===== src/debug_port_defs.svh =====
// Offsets, field positions, codes and reset values of the debug port registers
`ifndef DEBUG_PORT_DEFS_SVH
`define DEBUG_PORT_DEFS_SVH
// ==========================================================
// Register offsets
`define REG_REVISION 4'h0
`define REG_ERROR 4'h1
`define REG_CTRL_PRI 4'h2
`define REG_CTRL_SEC 4'h3
`define REG_KEYS 4'h7
`define REG_RESET_REQ 4'h8
`define REG_CLK_SEL 4'h9
// ==========================================================
// Field positions
`define CA_GAP 7
`define CA_PARITY_OFF 5
`define CA_TIMEOUT_OFF 4
`define CA_RESP_OFF 3
`define CB_NACK_OFF 4
`define CB_CONT_OFF 3
`define CB_DISABLE 2
`define KEY_USER_ROW 5
`define KEY_PROGRAM 4
`define KEY_ERASE 3
`define CTRL_PRI_MASK 8'hBF
`define CTRL_SEC_MASK 8'h18
// ==========================================================
// Error signatures
`define ERR_NONE 3'h0
`define ERR_PARITY 3'h1
`define ERR_FRAME 3'h2
`define ERR_TIMEOUT 3'h3
`define ERR_START 3'h4
`define ERR_BUS 3'h6
`define ERR_CONTENTION 3'h7
// ==========================================================
// Codes, reset values and timing
`define RESET_CODE 8'h59
`define RUN_CODE 8'h00
`define CLKDIV_RESET 2'h3
`define GT_RESERVED 3'h7
`define GUARD_MAX 8'h80
`define GAP_BITS 8'h02
`define TIMEOUT_WIDTH 17
`endif


===== src/debug_port_pkg.sv =====
// Types shared by the debug port control logic
package debug_port_pkg;
  // Link turnaround and gap sequencer states
  typedef enum logic [2:0] {
    LS_IDLE = 3'b001,
    LS_GUARD = 3'b010,
    LS_GAP = 3'b100
  } link_state_type;
endpackage : debug_port_pkg


===== src/link_timer_if.sv =====
// Signals between the register block and its link timer
`timescale 1ns/10ps
interface link_timer_if;
  logic [7:0] guard_cycles;
  logic gap_enable;
  logic timeout_off;
  logic turnaround;
  logic byte_done;
  logic bit_tick;
  logic acc_wait;
  logic acc_resp;
  logic tx_ready;
  logic timeout_event;
  modport ctrl (output guard_cycles, gap_enable, timeout_off, turnaround, byte_done,
    bit_tick, acc_wait, acc_resp, input tx_ready, timeout_event);
  modport timer (input guard_cycles, gap_enable, timeout_off, turnaround, byte_done,
    bit_tick, acc_wait, acc_resp, output tx_ready, timeout_event);
endinterface : link_timer_if


===== src/link_timer.sv =====
// Guard time, inter-byte gap and access time-out timing
`timescale 1ns/10ps
`include "debug_port_defs.svh"
module link_timer #(
  parameter int TIMEOUT_CYCLES = 65536
) (
  input wire logic sys_clk,
  input wire logic reset,
  link_timer_if.timer t
);
  localparam logic [`TIMEOUT_WIDTH-1:0] WAIT_LIMIT = `TIMEOUT_WIDTH'(TIMEOUT_CYCLES - 1);
  debug_port_pkg::link_state_type state;
  debug_port_pkg::link_state_type next_state;
  logic [7:0] cnt;
  logic [7:0] next_cnt;
  logic [`TIMEOUT_WIDTH-1:0] wait_cnt;
  logic [`TIMEOUT_WIDTH-1:0] next_wait_cnt;
  logic timeout;
  logic next_timeout;

  // ==========================================================
  // Next state of sequencer and time-out counter
  always_comb
  begin
    next_state = state;
    next_cnt = cnt;
    case (state)
      debug_port_pkg::LS_IDLE:
      begin
        if (t.turnaround)
        begin
          next_state = debug_port_pkg::LS_GUARD;
          next_cnt = t.guard_cycles - 8'h01;
        end
        else if (t.byte_done && t.gap_enable)
        begin
          next_state = debug_port_pkg::LS_GAP;
          next_cnt = `GAP_BITS;
        end
      end
      debug_port_pkg::LS_GUARD:
      begin
        if (cnt == 8'h00)
          next_state = debug_port_pkg::LS_IDLE;
        else
          next_cnt = cnt - 8'h01;
      end
      debug_port_pkg::LS_GAP:
      begin
        if (t.bit_tick)
        begin
          if (cnt == 8'h01)
            next_state = debug_port_pkg::LS_IDLE;
          next_cnt = cnt - 8'h01;
        end
      end
      default: next_state = debug_port_pkg::LS_IDLE;
    endcase
    // Access wait counter, restarted by any answer
    next_timeout = 1'b0;
    if (!t.acc_wait || t.acc_resp || t.timeout_off)
      next_wait_cnt = '0;
    else if (wait_cnt == WAIT_LIMIT)
    begin
      next_wait_cnt = '0;
      next_timeout = 1'b1;
    end
    else
      next_wait_cnt = wait_cnt + `TIMEOUT_WIDTH'(1);
  end

  // Registers
  always_ff @(posedge sys_clk)
  begin
    if (reset)
    begin
      state <= debug_port_pkg::LS_IDLE;
      cnt <= 8'h00;
      wait_cnt <= '0;
      timeout <= 1'b0;
    end
    else
    begin
      state <= next_state;
      cnt <= next_cnt;
      wait_cnt <= next_wait_cnt;
      timeout <= next_timeout;
    end
  end

  assign t.tx_ready = (state == debug_port_pkg::LS_IDLE);
  assign t.timeout_event = timeout;
endmodule : link_timer


===== src/debug_port_control_regs.sv =====
// Debugger-only control and status registers of the single-wire debug port
//
// What this block does
// - Registers reachable only through debugger port.
// - Read-only revision nibble in first status.
// - Error signature loaded on error, read clears.
// - Fixed codes per error kind, code 5 reserved.
// - Optional two bit-time gap between bytes.
// - Parity-off bit ignores received parity.
// - Access time-out after count, can disable.
// - Response-off bit suppresses response signatures.
// - Three-bit guard time before receive-to-transmit.
// - NACK on reset during load/store unless off.
// - Contention detection unless its off bit set.
// - Disable bit resets link, config and keys.
// - User-row key flag, written to end session.
// - Program key flag cleared at programming start.
// - Erase key flag cleared by erase reset.
// - Code 0x59 holds system reset, 0x00 releases.
// - System reset leaves this logic untouched.
// - Link clock divider, back to 3 on enable.
// - System clock requested while interface enabled.
`timescale 1ns/10ps
`include "debug_port_defs.svh"
module debug_port_control_regs #(
  parameter int TIMEOUT_CYCLES = 65536,
  parameter logic [3:0] REVISION = 4'h2 // Arbitrary value
) (
  input wire logic sys_clk,
  input wire logic reset,
  input wire logic [3:0] reg_addr,
  input wire logic [7:0] reg_wdata,
  input wire logic reg_write,
  input wire logic reg_read,
  output logic [7:0] reg_rdata,
  input wire logic interface_enable,
  input wire logic parity_fail,
  input wire logic frame_fail,
  input wire logic start_fail,
  input wire logic bus_fail,
  input wire logic contention_seen,
  input wire logic turnaround_req,
  input wire logic tx_byte_done,
  input wire logic bit_tick,
  input wire logic acc_wait,
  input wire logic acc_resp,
  input wire logic resp_req,
  input wire logic load_store_busy,
  input wire logic user_row_write_key,
  input wire logic memory_program_key,
  input wire logic chip_erase_key,
  input wire logic programming_start_flag,
  output logic tx_ready,
  output logic resp_send,
  output logic reset_nack,
  output logic user_row_session_end,
  output logic system_reset_out,
  output logic [1:0] link_clock_divider,
  output logic system_clock_request,
  output logic interface_enabled
);
  logic [7:0] ctrl_pri;
  logic [7:0] next_ctrl_pri;
  logic [7:0] ctrl_sec;
  logic [7:0] next_ctrl_sec;
  logic [2:0] keys;
  logic [2:0] next_keys;
  logic [7:0] reset_req;
  logic [7:0] next_reset_req;
  logic [1:0] clk_div;
  logic [1:0] next_clk_div;
  logic [2:0] error_signature;
  logic [2:0] next_error_signature;
  logic [7:0] rdata;
  logic [7:0] next_rdata;
  logic sys_rst;
  logic next_sys_rst;
  logic nack;
  logic next_nack;
  logic urow_end;
  logic next_urow_end;
  logic enabled;
  logic next_enabled;
  logic prog_start_d;
  logic err_hit;
  logic [2:0] err_code;
  logic wr;
  logic rd;
  logic [7:0] key_bits;
  link_timer_if tif();

  // ==========================================================
  // Access qualification: only the debugger port exists
  assign wr = reg_write && enabled;
  assign rd = reg_read && enabled;
  assign key_bits = {2'b00, keys, 3'b000};

  // ==========================================================
  // Link timer hookup
  assign tif.guard_cycles = (ctrl_pri[2:0] == `GT_RESERVED) ? `GUARD_MAX
    : (`GUARD_MAX >> ctrl_pri[2:0]);
  assign tif.gap_enable = ctrl_pri[`CA_GAP];
  assign tif.timeout_off = ctrl_pri[`CA_TIMEOUT_OFF];
  assign tif.turnaround = turnaround_req;
  assign tif.byte_done = tx_byte_done;
  assign tif.bit_tick = bit_tick;
  assign tif.acc_wait = acc_wait;
  assign tif.acc_resp = acc_resp;

  link_timer #(
    .TIMEOUT_CYCLES(TIMEOUT_CYCLES)
  ) u_timer (
    .sys_clk(sys_clk),
    .reset(reset),
    .t(tif.timer)
  );

  // ==========================================================
  // Error source selection, most severe wins within one cycle
  always_comb
  begin
    err_hit = 1'b1;
    err_code = `ERR_NONE;
    if (contention_seen && !ctrl_sec[`CB_CONT_OFF])
      err_code = `ERR_CONTENTION;
    else if (bus_fail)
      err_code = `ERR_BUS;
    else if (tif.timeout_event)
      err_code = `ERR_TIMEOUT;
    else if (start_fail)
      err_code = `ERR_START;
    else if (frame_fail)
      err_code = `ERR_FRAME;
    else if (parity_fail && !ctrl_pri[`CA_PARITY_OFF])
      err_code = `ERR_PARITY;
    else
      err_hit = 1'b0;
  end

  // ==========================================================
  // Next register values
  always_comb
  begin
    next_ctrl_pri = ctrl_pri;
    next_ctrl_sec = ctrl_sec;
    next_keys = keys;
    next_reset_req = reset_req;
    next_clk_div = clk_div;
    next_error_signature = error_signature;
    next_rdata = rdata;
    next_sys_rst = sys_rst;
    next_nack = 1'b0;
    next_urow_end = 1'b0;
    next_enabled = enabled;
    // Read mux, data held until next read
    if (rd)
    begin
      case (reg_addr)
        `REG_REVISION: next_rdata = {REVISION, 4'h0};
        `REG_ERROR: next_rdata = {5'b00000, error_signature};
        `REG_CTRL_PRI: next_rdata = ctrl_pri;
        `REG_CTRL_SEC: next_rdata = ctrl_sec;
        `REG_KEYS: next_rdata = key_bits;
        `REG_RESET_REQ: next_rdata = reset_req;
        `REG_CLK_SEL: next_rdata = {6'b000000, clk_div};
        default: next_rdata = 8'h00;
      endcase
    end
    // Error signature: new error wins over read clear
    if (err_hit && enabled)
      next_error_signature = err_code;
    else if (rd && reg_addr == `REG_ERROR)
      next_error_signature = `ERR_NONE;
    // User row key: a write of one closes the session
    if (wr && reg_addr == `REG_KEYS && reg_wdata[`KEY_USER_ROW])
    begin
      next_keys[2] = 1'b0;
      next_urow_end = 1'b1;
    end
    // Program key cleared when programming starts
    if (programming_start_flag && !prog_start_d)
      next_keys[1] = 1'b0;
    // System reset request, other codes are stored but leave the system reset unchanged
    if (wr && reg_addr == `REG_RESET_REQ)
    begin
      next_reset_req = reg_wdata;
      if (reg_wdata == `RESET_CODE)
      begin
        next_sys_rst = 1'b1;
        next_keys[0] = 1'b0;
        next_nack = !sys_rst && load_store_busy && !ctrl_sec[`CB_NACK_OFF];
      end
      else if (reg_wdata == `RUN_CODE)
        next_sys_rst = 1'b0;
    end
    // Key decodes set their flags, winning over all clears but the disable write
    if (user_row_write_key && enabled)
      next_keys[2] = 1'b1;
    if (memory_program_key && enabled)
      next_keys[1] = 1'b1;
    if (chip_erase_key && enabled)
      next_keys[0] = 1'b1;
    // Configuration writes
    if (wr && reg_addr == `REG_CTRL_PRI)
      next_ctrl_pri = reg_wdata & `CTRL_PRI_MASK;
    if (wr && reg_addr == `REG_CLK_SEL)
      next_clk_div = reg_wdata[1:0];
    if (wr && reg_addr == `REG_CTRL_SEC)
    begin
      next_ctrl_sec = reg_wdata & `CTRL_SEC_MASK;
      if (reg_wdata[`CB_DISABLE])
      begin
        next_enabled = 1'b0;
        next_ctrl_pri = 8'h00;
        next_ctrl_sec = 8'h00;
        next_keys = 3'b000;
        next_clk_div = `CLKDIV_RESET;
        next_error_signature = `ERR_NONE;
      end
    end
    // Re-enable restores the default divider
    if (interface_enable && !enabled)
    begin
      next_enabled = 1'b1;
      next_clk_div = `CLKDIV_RESET;
    end
  end

  // Registers; system reset output does not feed back here
  always_ff @(posedge sys_clk)
  begin
    if (reset)
    begin
      ctrl_pri <= 8'h00;
      ctrl_sec <= 8'h00;
      keys <= 3'b000;
      reset_req <= 8'h00;
      clk_div <= `CLKDIV_RESET;
      error_signature <= `ERR_NONE;
      rdata <= 8'h00;
      sys_rst <= 1'b0;
      nack <= 1'b0;
      urow_end <= 1'b0;
      enabled <= 1'b1;
      prog_start_d <= 1'b0;
    end
    else
    begin
      ctrl_pri <= next_ctrl_pri;
      ctrl_sec <= next_ctrl_sec;
      keys <= next_keys;
      reset_req <= next_reset_req;
      clk_div <= next_clk_div;
      error_signature <= next_error_signature;
      rdata <= next_rdata;
      sys_rst <= next_sys_rst;
      nack <= next_nack;
      urow_end <= next_urow_end;
      enabled <= next_enabled;
      prog_start_d <= programming_start_flag;
    end
  end

  // ==========================================================
  // Outputs
  assign reg_rdata = rdata;
  assign tx_ready = tif.tx_ready;
  assign resp_send = resp_req && enabled && !ctrl_pri[`CA_RESP_OFF];
  assign reset_nack = nack;
  assign user_row_session_end = urow_end;
  assign system_reset_out = sys_rst;
  assign link_clock_divider = clk_div;
  assign system_clock_request = enabled;
  assign interface_enabled = enabled;
endmodule : debug_port_control_regs


===== config.mk =====
export PLATFORM = sky130hd
export DESIGN_NAME = debug_port_control_regs
export DESIGN_NICKNAME = d
export VERILOG_FILES = /design/src/debug_port_pkg.sv /design/src/link_timer_if.sv /design/src/link_timer.sv /design/src/debug_port_control_regs.sv
export VERILOG_INCLUDE_DIRS = /design/src
export SDC_FILE = /design/constraint.sdc
export NUM_CORES = 1
export LEC_CHECK = 0
export BUFFER_PORTS_ARGS = -buffer_cell sky130_fd_sc_hd__buf_2
export CORE_MARGIN = 2
export CORE_UTILIZATION = 56
export DETAILED_ROUTE_END_ITERATION = 8
export PLACE_DENSITY_LB_ADDON = 0.08
export SKIP_LAST_GASP = 1
export SLEW_MARGIN = 20
export SYNTH_ARGS = -nofsm -noshare
export SYNTH_HDL_FRONTEND = slang
export SYNTH_SLANG_ARGS = --single-unit

===== constraint.sdc =====
create_clock -name sys_clk -period 4.9 [get_ports sys_clk]
set_input_delay 0.98 -clock sys_clk [delete_from_list [all_inputs] [get_ports sys_clk]]
set_output_delay 0.98 -clock sys_clk [all_outputs]
set_load 0.05 [all_outputs]

==> out/metrics.cfg <==
[job]
cap_violations = 0

[timing]
period_share = 0.602
setup_tns_ns = 0
final-hold-violation-count = 0
rsz0062_at_grt = false
slew_headroom = 0.538
worst_slew_pin_slew_ns = 0.693
skew_ns = 0.0118
maxSlewViolCount = 0
setup_viol = 0
fin_ws_ns = 1.95
post-route-min-period_ns = 2.95
clock.fmax_mhz = 339

[synth]
seq_area_frac_synth = 0.398
synth_xor_area_frac = 0.0435
synth.area.top_cells = dfxtp_1, nor2_1, mux2i_1
synth-simple-area-share = 0.256
synth-edff-count = 0
synth_top_family_by_area = simple AND/OR/NAND/NOR gates
syn_nets = 440
synth_area_sq_um = 3420
synth_ff_type = dfxtp_1
yosysMostFrequentCell = dfxtp_1
yosys-top-cells-count = dfxtp_1, nor2_1, nand2_1
ys_ff_latch = 68
synth_compound_area_frac = 0.157
yosys.area.top_type = dfxtp_1
synthCells = 400
yosysWarnings = 0
yosysTopAreaCellShare = 0.398
ys_types = 59
synthArstFlopShare = 0
syn_avg_cell_area_sq_um = 8.55
synthAdderAreaFrac = 0.0256
synthMuxAreaShare = 0.0779

[finish]
diodes = 0
final_nets = 480
fin_area_sq_um = 3840
fillers = 520
drive_above_1_share = 0.169
syn2layout_area_growth_pct = 12.3

[critical_path]
crit_arrival_ns = 3.15
cp.required_ns = 5.10
critPathCaptureType = flop
crit_fanout = 11
worstSetupStartpointType = input port
ff2ff_setup_slack_ns = 2.52
worstSetupPathType = input port to flop

[floorplan]
die_w_um = 82.2
dieArea_sq_um = 6750
rows = 28
ios = 50
die_h_um = 82.2
start_util = 0.578
coreArea_sq_um = 5920

[global_route]
gr-usage-all-layers = 0.240
grt_pass1_wl_um = 12300
grt_pass1_vias = 2581
antenna_found_initial = 0
grt_max_degree = 38
grt-ovfl-total = 0

[routing]
drtIter0Drc = 304
routed_wl_um = 7590
wl_per_cell_um = 14.6
drt_first_pass_iters = 5
vias = 2953
drc = 0
final_antenna_net_count = 0
vias_per_cell = 5.69

[clock_tree]
cts_buffers = 9
cts_sinks = 68
cts.clk_slew.worst_paths_ns = 0.07
h-tree-depth = 3
cts_hold_buf = 0
cts-root-buf = clkbuf_8
ctsResizeCount = 0
cts_tree = yes
postCtsSetupRepairBufs = 0
clk_latency_ns = 0.33
cts_max_path_buffers = 2

[worst_hold_path]
hold_path_class = flop to flop

[placement]
dp.final_hpwl_um = 5570
gp_congestion = 0.872
dpl_cell_area_sq_um = 3660
dp_slack_ns = 1.64
io_buffers = 49

[power_and_ir_drop]
p_leak_nw = 1.53
power_mw = 1.17
irDropWorstVdd_mv = 0.176
powerDensity_nw_per_um2 = 304

[status]
status = completed

[placed cells by master, fill, tap and decap left out, drive strengths merged, types with 7 or more instances in the layout]
master,instances
buf,49
inv,11
mux2i,21
dfxtp,68
ha,7
nand2,22
nor3,9
nand2b,10
nand4,8
nand3,13
clkbuf,13
o21ai,15
xor2,11
nor2b,10
nor2,66
a22oi,12
a21oi,21
[path summary, 6_finish.rpt]
path,from,end,cells after the start
setup / recovery,reg_addr[3],keys[0],6
hold / removal,u_timer.wait_cnt[0],u_timer.wait_cnt[0],1
setup reg to reg,interface_enabled,keys[0],5
hold reg to reg,u_timer.wait_cnt[0],u_timer.wait_cnt[0],1
[worst max-delay path: stages]
cell      delay, ns
buf_2          0.19
nor2b_1        0.52
nand4b_1       0.63
or3_4          0.61
a22oi_1        0.16
nor2_1         0.05
[per-layer routing]
metal  part of all wire  vias up  GRT usage
li1                   -     1501          -
met1               0.49     1362      0.350
met2               0.44       82      0.356
met3              0.051        8     0.0446
met4              0.013        0     0.0817
met5                  0        -          0
[through the flow]
stage,std cells,utilization,hold WS [ns]
2_1_floorplan,400,-,0.418
3_3_place_gp,504,0.618,0.429
3_5_place_dp,504,0.618,0.444
4_1_cts,519,0.649,0.454
5_1_grt,519,0.649,0.467
6_report,519,0.649,0.455
[flip-flops by register name, summed over array words and instances, names as in the netlist, 2 cells and up]
| signal | count |
|---|---|
| u_timer.wait_cnt | 17 |
| keys | 3 |
| ctrl_sec | 2 |
| reg_rdata | 8 |
| u_timer.cnt | 8 |
| link_clock_divider | 2 |
| u_timer.state | 3 |
| ctrl_pri | 8 |
| error_signature | 3 |
| reset_req | 8 |
[where the power goes]
group | internal (mW) | switching [mW] | total, mW | leakage, nW
Sequential | 0.568 | 0.0146 | 0.582 | 0.552
Clock | 0.246 | 0.193 | 0.440 | 0.0935
Combinational | 0.0543 | 0.0918 | 0.146 | 0.886
[cell families (layout without fill, tap and decap cells)]
family | Yosys count | after routing
and+or+nand+nor | 172 | 172
AOI/OAI and AO/OA | 79 | 79
DFF | 68 | 68
buffers and inverters | 31 | 75
muxes | 26 | 26
xor gates and xnor gates | 17 | 17
adders and majority gates | 7 | 7
[final cells by class]
| cell class | count | area [sq um] | share of cell area |
|---|---|---|---|
| clock buffer | 13 | 149 | 0.0387 |
| tap | 75 | 93.8 | 0.0244 |
| clock inverter | 2 | 35.0 | 0.00912 |
| timing repair buffer | 49 | 245 | 0.0638 |
| multi-input combinational | 301 | 1920 | 0.499 |
| sequential | 68 | 1360 | 0.354 |
| inverter | 11 | 41.3 | 0.0107 |
Power figures use the tool's default switching activity.
